**config.mk**
```make
export PLATFORM = sky130hd
export DESIGN_NAME = swirq_top
export DESIGN_NICKNAME = d
export VERILOG_FILES = /design/src/common/swirq_pkg.sv /design/src/verilog/swirq_edge_hit.sv /design/src/verilog/swirq_top.sv
export SDC_FILE = /design/constraint.sdc
export NUM_CORES = 1
export LEC_CHECK = 0
export BUFFER_PORTS_ARGS = -buffer_cell sky130_fd_sc_hd__buf_2
export CORE_MARGIN = 4
export CORE_UTILIZATION = 48
export CTS_CLUSTER_SIZE = 25
export DETAILED_ROUTE_END_ITERATION = 8
export PLACE_DENSITY = 0.76
export SLEW_MARGIN = 20
export SYNTH_ARGS = -nofsm -noshare
export SYNTH_HDL_FRONTEND = slang
export SYNTH_SLANG_ARGS = --single-unit
```
**constraint.sdc**
```tcl
create_clock -name clk_sys -period 1.55 [get_ports clk_sys]
set_input_delay 0.31 -clock clk_sys [delete_from_list [all_inputs] [get_ports clk_sys]]
set_output_delay 0.31 -clock clk_sys [all_outputs]
set_load 0.05 [all_outputs]
```
**src/common/swirq_pkg.sv**
```systemverilog
// Constants and types of the switch event interrupt enable block
`default_nettype none
package swirq_pkg;
    // Register port geometry
    localparam int ADDR_W = 6;
    localparam int DATA_W = 24;
    localparam int NUM_CH = 12;
    localparam int EVT_W  = 12;

    // Register offsets
    localparam logic [ADDR_W-1:0] OFF_CH_EDGE_SEL = 6'h23;
    localparam logic [ADDR_W-1:0] OFF_EVT_EN      = 6'h24;

    // Reset values and writable masks
    localparam logic [DATA_W-1:0] RST_CH_EDGE_SEL = 24'h000000;
    localparam logic [DATA_W-1:0] RST_EVT_EN      = 24'h000000;
    localparam logic [DATA_W-1:0] MASK_CH_EDGE    = 24'hffffff;
    localparam logic [DATA_W-1:0] MASK_EVT_EN     = 24'h000fff;
    localparam logic [DATA_W-1:0] RD_UNMAPPED     = 24'h000000;

    // Edge-select field width and encodings
    localparam int SEL_W = 2;
    localparam logic [SEL_W-1:0] SEL_NONE    = 2'h0;
    localparam logic [SEL_W-1:0] SEL_RISE    = 2'h1;
    localparam logic [SEL_W-1:0] SEL_FALL    = 2'h2;
    localparam logic [SEL_W-1:0] SEL_BOTH    = 2'h3;

    // Event enable bit positions
    localparam int EV_CONV_ERR   = 11;
    localparam int EV_WET_ERR    = 10;
    localparam int EV_SUP_THR1   = 9;
    localparam int EV_SUP_THR0   = 8;
    localparam int EV_CHECKSUM   = 7;
    localparam int EV_SUP_LOW    = 6;
    localparam int EV_SUP_HIGH   = 5;
    localparam int EV_THERM_WARN = 4;
    localparam int EV_THERM_SD   = 3;
    localparam int EV_SHORT_SUP  = 2;
    localparam int EV_PARITY     = 1;
    localparam int EV_SER_FAIL   = 0;

    // Comparator results, channel 23 at the top, channel 12 at bit 0
    typedef struct packed {
        logic [3:0] grp_20_23;
        logic [3:0] grp_16_19;
        logic [3:0] grp_12_15;
    } swirq_cmp_t;

    // Event enables in register bit order
    typedef struct packed {
        logic conv_error_irq_en;
        logic wetting_error_irq_en;
        logic supply_sense_thr1_irq_en;
        logic supply_sense_thr0_irq_en;
        logic checksum_done_irq_en;
        logic supply_low_irq_en;
        logic supply_high_irq_en;
        logic thermal_warning_irq_en;
        logic thermal_shutdown_irq_en;
        logic short_to_supply_irq_en;
        logic parity_error_irq_en;
        logic serial_fail_irq_en;
    } swirq_evt_en_t;

    // Register access request
    typedef struct packed {
        logic              wr;
        logic              rd;
        logic [ADDR_W-1:0] addr;
        logic [DATA_W-1:0] wdata;
    } swirq_req_t;
endpackage
`default_nettype wire

```
**src/verilog/swirq_edge_hit.sv**
```systemverilog
// Per-channel crossing detector filtered by the edge-select fields
`default_nettype none
module swirq_edge_hit #(
    parameter int NCH = swirq_pkg::NUM_CH
) (
    // Programmed fields, two bits per channel
    input  wire logic [2*NCH-1:0] sel,
    // Comparator now and one cycle ago
    input  wire logic [NCH-1:0]   cmp_cur,
    input  wire logic [NCH-1:0]   cmp_prev,
    // Crossing qualifies for an interrupt
    output logic      [NCH-1:0]   hit
);
    // Decode one field against the seen crossing
    function automatic logic sel_hit(input logic [1:0] s,
                                     input logic rise,
                                     input logic fall);
        logic r;
        r = 1'b0;
        unique case (s)
            swirq_pkg::SEL_NONE: r = 1'b0;
            swirq_pkg::SEL_RISE: r = rise;
            swirq_pkg::SEL_FALL: r = fall;
            swirq_pkg::SEL_BOTH: r = rise | fall;
        endcase
        return r;
    endfunction

    // One decoder per channel, field k at bits 2k+1..2k
    for (genvar k = 0; k < NCH; k++) begin : g_ch
        assign hit[k] = sel_hit(sel[2*k+1 -: 2],
                                cmp_cur[k] & ~cmp_prev[k],
                                ~cmp_cur[k] & cmp_prev[k]);
    end
endmodule
`default_nettype wire

```
**src/verilog/swirq_top.sv**
```systemverilog
// Interrupt enable logic for channels 12 to 23 and diagnostic events
`default_nettype none
// Behaviour
// Field value 0 gives no channel interrupt at all.
// Field value 1 interrupts on a rising threshold crossing.
// Field value 2 interrupts on a falling threshold crossing.
// Field value 3 interrupts on both crossing directions.
// Channels 20-23 compare against threshold group 20-23.
// Channels 16-19 compare against threshold group 16-19.
// Channels 12-15 compare against threshold group 12-15.
// Channel 12+k field sits at bits 2k+1..2k of edge-select register.
// Edge-select fields are read/write and reset to zero.
// Event enable bits 23..12 are read-only zero.
// Bit 11 lets a conversion error assert the interrupt.
// Bit 10 lets a wetting current error assert the interrupt.
// Bits 9 and 8 gate supply-sense thresholds 1 and 0.
// Bit 7 gates checksum calculation completion.
// Bits 6 and 5 gate supply undervoltage and overvoltage.
// Bits 4 and 3 gate thermal warning and thermal shutdown.
// Bit 2 gates the switch short-to-supply event.
// Bits 1 and 0 gate parity failure and serial failure; reset zero.
// Interrupt output low while any enabled source is pending.
module swirq_top (
    // Clock and reset
    input  wire logic                             clk_sys,
    input  wire logic                             rst,
    // Register access
    input  wire swirq_pkg::swirq_req_t            reg_req,
    output logic      [swirq_pkg::DATA_W-1:0]     reg_rdata,
    output logic                                  reg_rvalid,
    // Comparator results per threshold group
    input  wire swirq_pkg::swirq_cmp_t            cmp_in,
    // Event flags pending outside, register bit order
    input  wire logic [swirq_pkg::EVT_W-1:0]      evt_pending,
    // Channel pending flags and their clear mask
    input  wire logic [swirq_pkg::NUM_CH-1:0]     ch_pend_clr,
    output logic      [swirq_pkg::NUM_CH-1:0]     ch_pend,
    // Interrupt output, active low
    output logic                                  irq_n
);
    localparam int NCH = swirq_pkg::NUM_CH;
    localparam int DW  = swirq_pkg::DATA_W;

    typedef struct packed {
        logic [DW-1:0]                 edge_sel;
        swirq_pkg::swirq_evt_en_t      evt_en;
        logic [NCH-1:0]                cmp_prev;
        logic                          primed;
        logic [NCH-1:0]                pend;
        logic                          irq_n;
        logic [DW-1:0]                 rdata;
        logic                          rvalid;
    } swirq_state_t;

    swirq_state_t   st_r;
    swirq_state_t   st_nxt;
    logic [NCH-1:0] cmp_cur;
    logic [NCH-1:0] hit;
    logic [NCH-1:0] hit_q;
    logic           evt_any;

    // Channel order of the groups: 23..20, 19..16, 15..12
    assign cmp_cur = {cmp_in.grp_20_23,
                      cmp_in.grp_16_19,
                      cmp_in.grp_12_15};

    // Crossing filter per channel
    swirq_edge_hit #(
        .NCH      (NCH)
    ) u_edge (
        .sel      (st_r.edge_sel),
        .cmp_cur  (cmp_cur),
        .cmp_prev (st_r.cmp_prev),
        .hit      (hit)
    );

    // First sample after reset only primes the history
    // Without it a line already high at reset release would look
    // like a rising crossing against the cleared history
    assign hit_q   = st_r.primed ? hit : '0;
    // Enabled diagnostic sources
    assign evt_any = |(evt_pending & st_r.evt_en);

    // Read multiplexer
    function automatic logic [DW-1:0] rd_mux(
        input logic [swirq_pkg::ADDR_W-1:0] a,
        input logic [DW-1:0]                sel_v,
        input logic [DW-1:0]                evt_v);
        logic [DW-1:0] r;
        r = swirq_pkg::RD_UNMAPPED;
        if (a == swirq_pkg::OFF_CH_EDGE_SEL) begin
            r = sel_v;
        end else if (a == swirq_pkg::OFF_EVT_EN) begin
            r = evt_v & swirq_pkg::MASK_EVT_EN;
        end
        return r;
    endfunction

    // Next state
    always_comb begin
        st_nxt          = st_r;
        st_nxt.cmp_prev = cmp_cur;
        st_nxt.primed   = 1'b1;
        st_nxt.rvalid   = reg_req.rd;
        if (reg_req.rd) begin
            st_nxt.rdata = rd_mux(reg_req.addr, st_r.edge_sel,
                                  {{(DW-swirq_pkg::EVT_W){1'b0}},
                                   st_r.evt_en});
        end
        // Register writes
        if (reg_req.wr &&
            reg_req.addr == swirq_pkg::OFF_CH_EDGE_SEL) begin
            st_nxt.edge_sel = reg_req.wdata
                              & swirq_pkg::MASK_CH_EDGE;
        end
        if (reg_req.wr && reg_req.addr == swirq_pkg::OFF_EVT_EN) begin
            st_nxt.evt_en = reg_req.wdata[swirq_pkg::EVT_W-1:0];
        end
        // Pending flags; a new hit wins over a clear
        st_nxt.pend  = (st_r.pend & ~ch_pend_clr) | hit_q;
        // Interrupt pin follows enabled pending sources
        st_nxt.irq_n = ~(evt_any | (|st_r.pend));
    end

    // State register
    always_ff @(posedge clk_sys) begin
        if (rst) begin
            st_r.edge_sel <= swirq_pkg::RST_CH_EDGE_SEL;
            st_r.evt_en   <= swirq_pkg::RST_EVT_EN[swirq_pkg::EVT_W-1:0];
            st_r.cmp_prev <= '0;
            st_r.primed   <= 1'b0;
            st_r.pend     <= '0;
            st_r.irq_n    <= 1'b1;
            st_r.rdata    <= '0;
            st_r.rvalid   <= 1'b0;
        end else begin
            st_r <= st_nxt;
        end
    end

    // Outputs straight from the state register
    assign reg_rdata  = st_r.rdata;
    assign reg_rvalid = st_r.rvalid;
    assign ch_pend    = st_r.pend;
    assign irq_n      = st_r.irq_n;

    // Helper vectors for the checks below
    logic [NCH-1:0] rise_v;
    logic [NCH-1:0] fall_v;
    logic [NCH-1:0] b0_v;
    logic [NCH-1:0] b1_v;
    logic [NCH-1:0] new_pend;
    logic           quiet;

    assign rise_v   = cmp_cur & ~st_r.cmp_prev;
    assign fall_v   = ~cmp_cur & st_r.cmp_prev;
    assign new_pend = st_nxt.pend & ~st_r.pend;
    // No enabled source pending anywhere
    assign quiet    = (evt_pending & st_r.evt_en) == '0 && st_r.pend == '0;
    for (genvar k = 0; k < NCH; k++) begin : g_bits
        assign b0_v[k] = st_r.edge_sel[2*k];
        assign b1_v[k] = st_r.edge_sel[2*k+1];
    end
endmodule
`default_nettype wire

```
==> results.py, run 1 <==
metrics = {
    "timing": {
        "setup_viol": 0,
        "grt_setup_unrepaired": "false",
        "final-max-slew-violation-count": 0,
        "timing.hold.ws_ps": 203,
        "finalWorstPathRequiredPeriod_ps": 1450,
        "final_critical_path_setup_slack_ps": 96.6,
        "fmax_mhz": 688,
        "number_of_hold_violations_in_the_final_report": 0,
        "final_min_period_over_clock_period": 0.938,
        "worst_max_slew_margin_expressed_relative_to_the_limit": 0.731,
        "fin_worst_skew_ps": 8.49,
        "worst_pin_slew_ps": 399,
    },
    "die": {
        "core_mm2": 0.00834,
        "floorplan.io_pins": 108,
        "die_outline_width_um": 101,
        "die-area_mm2": 0.0103,
        "initial_utilization": 0.502,
        "die_height_um": 101,
        "site_rows": 33,
    },
    "critical_path": {
        "worst_r2r_startpoint": "st_r[44]",
        "worst_path_largest_cell_delay_ps": 380,
        "cp_num_buf_inv": 4,
        "reg2reg_setup_slack_ps": 230,
        "sort_of_element_at_the_start_of_the_critical_path": "primary input",
        "cp_top_family": "simple AND/OR/NAND/NOR gates",
        "setup.worst_path.end_class": "flip-flop",
        "critical_path.startpoint": "reg_req[28]",
        "required_ps": 1840,
        "crit_path_frequent_cell": "sky130_fd_sc_hd__buf_4",
        "arrival_ps": 1740,
        "crit_chain": "buf_2, or3b_1, buf_4, nor3_4, buf_12, buf_4, nand3_1, a21oi_1",
        "critPathSlowestCell": "sky130_fd_sc_hd__or3b_1",
        "worst-path-max-fanout": 29,
        "critPathKind": "in2reg",
    },
    "logic_synthesis": {
        "synthDominantCellAreaShare": 0.416,
        "yosysWarnings": 0,
        "async_flop_share": 0,
        "cell_taking_the_most_area_after_synthesis": "sky130_fd_sc_hd__dfxtp_1",
        "net_count_after_synthesis": 608,
        "compound_cell_area_share_of_the_yosys_netlist": 0.164,
        "synth-edff-count": 0,
        "syn-instance-count": 514,
        "synth.lib_cells_used.distinct": 27,
        "synth_simple_gate_area_frac": 0.226,
        "leading_post_synthesis_cells_by_instance_count": "sky130_fd_sc_hd__dfxtp_1 (87), sky130_fd_sc_hd__a21oi_1 (60), sky130_fd_sc_hd__nand2_1 (49), sky130_fd_sc_hd__nand3_1 (49), sky130_fd_sc_hd__nand2b_1 (48)",
        "synthesis.area_mm2": 0.00419,
        "post_synth_mux_area_share": 0,
        "synth_seq_area_share": 0.416,
        "most_frequent_cell_after_synthesis": "sky130_fd_sc_hd__dfxtp_1",
        "synth.top_cells.by_area": "sky130_fd_sc_hd__dfxtp_1 (42%), sky130_fd_sc_hd__a21oi_1 (7.2%), sky130_fd_sc_hd__ha_1 (7.2%), sky130_fd_sc_hd__nand2b_1 (7.2%), sky130_fd_sc_hd__buf_4 (6.8%)",
        "synth_top_family_by_area": "simple AND/OR/NAND/NOR gates",
        "number_of_synthesized_register_bits": 87,
        "synth_area_per_inst_um2": 8.15,
        "post_synth_fa_ha_maj_area_fraction": 0.0717,
        "yosys_most_used_dff": "sky130_fd_sc_hd__dfxtp_1",
        "synthXorXnorAreaFrac": 0,
    },
    "clock_network": {
        "cts_buffers": 9,
        "cts_tree": "done",
        "maximum_buffer_depth_of_the_clock_tree": 2,
        "setup_buffers_after_cts": 0,
        "cts-root-buf": "sky130_fd_sc_hd__clkbuf_8",
        "clock_sink_count": 87,
        "clk_pin_slew_worst_paths_ps": 90,
        "clkLatencyLatePin_ps": 360,
        "htreeDepth": 3,
    },
    "placed_design": {
        "dp.final_hpwl_um": 7420,
        "io_buffer_count": 107,
        "dp_worst_setup_slack_ps": -281,
        "replace_congestion": 0.814,
    },
    "grt": {
        "first_global_vias": 3566,
        "grt_use_met3": 0.0365,
        "grt_util_all_layers": 0.202,
        "groute.layer.met2.usage": 0.326,
        "use_met1": 0.267,
        "antenna_violations_before_repair": 0,
        "grt_pass1_wl_um": 16500,
        "globalRoute.busiestLayer": "met2",
        "global_route.overflow_total": 0,
        "grt_start_max_net_pins": 50,
    },
    "routing": {
        "wire_per_inst_um": 14.6,
        "vias_per_cell": 5.22,
        "drt_antenna_net_count": 0,
        "drt-total-wl_um": 10100,
        "drt_pre_antenna_iters": 5,
        "vias": 3620,
        "route.detailed.drc": 0,
        "first_iter_violations": 139,
    },
    "min_path": {
        "worstHoldStart": "reg_req[21]",
        "hold_removal_path_class": "in2reg",
    },
    "layout": {
        "layout-area-overhead-vs-synth_pct": 16.5,
        "area.sequential_mm2": 0.00174,
        "num-fill-cells": 772,
        "fin_nets": 677,
        "antenna_cells": 0,
        "multiInputGateArea_mm2": 0.00195,
        "share_of_final_layout_standard_cells_stronger_than_drive_strength_1": 0.248,
    },
    "power_and_ir_drop": {
        "max_rail_drop_vdd_v": 0.000378,
        "standby_leakage_power_nw": 2.04,
        "power-per-cell-area_mw_per_mm2": 890,
    },
    "job": {
        "timing.max_cap.violations": 0,
    },
    "run_status": {
        "run_status": "finished clean",
    },
}
[placed cells by master (no fill, tap or decap), drive strengths merged, types with 2 or more instances in the layout]
| cell | instances |
|---|---|
| a22o | 2 |
| nand2 | 49 |
| nor2 | 37 |
| nor4 | 3 |
| a221oi | 2 |
| ha | 24 |
| nand4 | 2 |
| o21ai | 13 |
| a21oi | 60 |
| clkbuf | 11 |
| a22oi | 14 |
| nand2b | 48 |
| a211oi | 12 |
| nand3 | 49 |
| buf | 126 |
| a21boi | 12 |
| clkinv | 3 |
| inv | 26 |
| dfxtp | 87 |
[registers in the layout, summed over array words and instances (netlist names)]
name and cells:
reg_rvalid 1, ch_pend 12, irq_n 1, b0_v 12
b1_v 12, st_r 25, reg_rdata 24
[where the power goes]
group	leakage, nW	switching, mW	total, mW	internal, mW
combinational	1.23	0.246	0.414	0.167
sequential	0.707	0.0250	2.30	2.27
clock	0.105	0.804	1.63	0.830
total	2.04	1.07	4.34	3.27
[what timing repair did]
| action | 4_1_cts | 5_1_grt |
|---|---|---|
| gates resized for setup | 0 | 3 |
| hold buffers | 0 | 0 |
| endpoints found under the setup margin | 0 | 3 |
[through the flow]
stage / total power, mW / setup TNS [ps] / std cells / util / cell area, um^2
after floorplan: 2.59 / -2610 / 514 / - / 4190
after global placement: 2.75 / -9950 / 677 / 0.559 / 4660
final: 4.34 / 0 / 693 / 0.586 / 4880
after CTS: 4.38 / 0 / 693 / 0.584 / 4870
after detailed placement: 2.76 / -12000 / 677 / 0.559 / 4660
after global routing: 4.51 / 0 / 693 / 0.586 / 4880
[path summary, 6_finish.rpt]
path         cells past startpoint            end
max reg2reg                      6     ch_pend[5]
min reg2reg                      2  reg_rdata[21]
min                              3       b1_v[10]
max                              8  reg_rdata[12]
[cell type report]
| cell class | count | share of cell area |
|---|---|---|
| inverters | 26 | 0.0200 |
| multi-input cells | 333 | 0.400 |
| repair buffers | 126 | 0.154 |
| clock inverters | 5 | 0.0115 |
| clock buffers | 11 | 0.0310 |
| well taps | 105 | 0.0269 |
| flip-flops and latches | 87 | 0.357 |
[cells by family after synthesis]
kind of cell / count (synthesis)
simple gates: 194
flops: 87
fa+ha+maj: 24
buf+inv: 94
compound gates: 115
[layer usage]
layer,part of all wire,wire [um]
met5,0,0
met4,0.020,199
met3,0.074,755
met2,0.47,4800
met1,0.43,4390
[worst register-to-register path: cells and delay by family (launching register included)]
kind | cells | cell delay [ps]
AOI/OAI and AO/OA | 3 | 380
adders and majority gates | 1 | 260
buffers and inverters | 1 | 160
DFF | 1 | 320
and+or+nand+nor | 1 | 130
Power figures use the tool's default switching activity.
==> inputs of run 2 (changes only) <==
GPL_TIMING_DRIVEN = 0   (was default)
==> run 2 against run 1 <==
  * Design area grew 4.1%
  * Core utilization rose by 2.4 points
  * Critical path depth decreased by 1
  * Highest routed layer unchanged
  * Critical path type unchanged
  * Global-route usage up 1.7 points
  * Power increased by 1.3%
  * Sequential power barely moved
  * Critical endpoint is now b0_v[3]
==> results.py, run 2 (synthesis gave the netlist of run 1 again) <==
metrics = {
    "job": {
        "timing.max_cap.violations": 0,
    },
    "clock_network": {
        "cts-root-buf": "sky130_fd_sc_hd__clkbuf_8",
        "htreeDepth": 3,
        "cts_tree": "done",
        "clk_pin_slew_worst_paths_ps": 90,
        "clkLatencyLatePin_ps": 350,
        "clock_sink_count": 87,
        "cts_buffers": 9,
        "maximum_buffer_depth_of_the_clock_tree": 2,
    },
    "layout": {
        "layout-area-overhead-vs-synth_pct": 21.3,
        "antenna_cells": 0,
        "final_area_mm2": 0.00508,
        "num-fill-cells": 768,
        "share_of_final_layout_standard_cells_stronger_than_drive_strength_1": 0.270,
        "leading_cell_type_in_the_layout_fill_and_taps_excluded": "sky130_fd_sc_hd__buf_2",
        "utilization": 0.610,
        "fin_nets": 724,
        "final_cell_mix": "sky130_fd_sc_hd__buf_2 (106), sky130_fd_sc_hd__dfxtp_1 (87), sky130_fd_sc_hd__a21oi_1 (60)",
        "regMostFlops": "st_r",
        "largest_register_ffs": 25,
    },
    "routing": {
        "first_iter_violations": 180,
        "vias_per_cell": 5.29,
        "drt_antenna_net_count": 0,
        "route.detailed.drc": 0,
        "wire_per_inst_um": 15.0,
        "drt-total-wl_um": 11100,
        "drt_pre_antenna_iters": 4,
        "vias": 3910,
    },
    "timing": {
        "worst_max_slew_margin_expressed_relative_to_the_limit": 0.465,
        "fmax_mhz": 663,
        "finalWorstPathRequiredPeriod_ps": 1510,
        "fin_worst_skew_ps": 6.14,
        "grt_setup_unrepaired": "false",
        "final.setup.tns_ps": 0,
        "final_min_period_over_clock_period": 0.974,
        "worst_pin_slew_ps": 802,
        "number_of_hold_violations_in_the_final_report": 0,
        "final-max-slew-violation-count": 0,
        "setup_viol": 0,
    },
    "critical_path": {
        "setup.worst_path.end_class": "flip-flop",
        "required_ps": 1760,
        "crit_chain": "buf_2, or3b_4, or4_4, buf_6, buf_6, nand2_1, a21oi_1",
        "worst_path_largest_cell_delay_ps": 490,
        "critPathKind": "in2reg",
        "worst-path-max-fanout": 10,
        "sort_of_element_at_the_start_of_the_critical_path": "primary input",
        "r2r.worst_path.cells": 5,
        "arrival_ps": 1720,
        "crit_path_frequent_cell": "sky130_fd_sc_hd__buf_6",
        "critPathSlowestCell": "sky130_fd_sc_hd__or4_4",
    },
    "die": {
        "site_rows": 33,
        "floorplan.io_pins": 108,
        "die_height_um": 101,
        "core_mm2": 0.00834,
        "die_outline_width_um": 101,
        "initial_utilization": 0.502,
        "die-area_mm2": 0.0103,
    },
    "grt": {
        "global_route.overflow_total": 0,
        "grt_util_all_layers": 0.219,
        "grt_start_max_net_pins": 15,
        "first_global_vias": 3684,
        "antenna_violations_before_repair": 0,
        "grt_pass1_wl_um": 17600,
    },
    "min_path": {
        "hold_removal_path_class": "in2reg",
        "min_path_cells": 3,
    },
    "power_and_ir_drop": {
        "power-per-cell-area_mw_per_mm2": 866,
        "max_rail_drop_vdd_v": 0.000876,
        "standby_leakage_power_nw": 2.19,
    },
    "placed_design": {
        "io_buffer_count": 105,
        "replace_congestion": 0.843,
        "dp.final_hpwl_um": 8560,
        "placed_area_mm2": 0.00485,
    },
    "run_status": {
        "run_status": "finished clean",
    },
}
==> run 2: critical path, delay by kind of cell <==
kind	cells	cell delay, ps
buffers and inverters	3	390
AOI/OAI and AO/OA	1	60
and+or+nand+nor	3	950
==> run 2: through the flow <==
stage | hold slack [ps] | std cells | setup slack, ps | total power [mW]
2_1_floorplan | 446 | 514 | -129 | 2.59
3_3_place_gp | 459 | 724 | -321 | 2.76
3_5_place_dp | 463 | 724 | -348 | 2.77
4_1_cts | 192 | 739 | 30.6 | 4.43
5_1_grt | 203 | 739 | 2.44 | 4.58
6_report | 210 | 739 | 40.6 | 4.40
==> run 2: per-layer routing <==
metal	routed length (um)	GRT usage	part of all wire	vias to the layer above
met5	0	0	0	-
met2	5290	0.360	0.48	163
met3	978	0.0489	0.088	20
li1	-	-	-	1923
met1	4560	0.278	0.41	1804
met4	276	0.0910	0.025	0
==> run 2: final cells by class <==
class                           count  area [um^2]  area share
Multi-Input combinational cell    333         1940       0.381
Sequential cell                    87         1740       0.343
Timing Repair Buffer              106          533       0.105
Buffer                             67          432      0.0849
Tap cell                          105          131      0.0258
Clock buffer                        9          124      0.0244
Inverter                           26         97.6      0.0192
Clock inverter                      6         86.3      0.0170
==> run 2: final timing paths <==
| kind | slack [ps] | start | endpoint |
|---|---|---|---|
| setup / recovery | 40 | reg_req[28] | b0_v[3] |
| hold / removal | 210 | cmp_in[7] | st_r[46] |
| setup reg to reg | 220 | st_r[44] | ch_pend[5] |
| hold reg to reg | 470 | reg_rdata[21] | reg_rdata[21] |
==> run 2: repair_timing <==
item                       in CTS  in global routing
hold buffers                    0                  0
setup endpoints to repair       0                 40
buffers inserted                0                  1
gates resized for setup         0                 13
hold endpoints to repair        0                  0
==> run 2: power breakdown <==
| part | internal (mW) | switching (mW) |
|---|---|---|
| clock | 0.896 | 0.780 |
| combinational | 0.169 | 0.260 |
| sequential | 2.27 | 0.0245 |
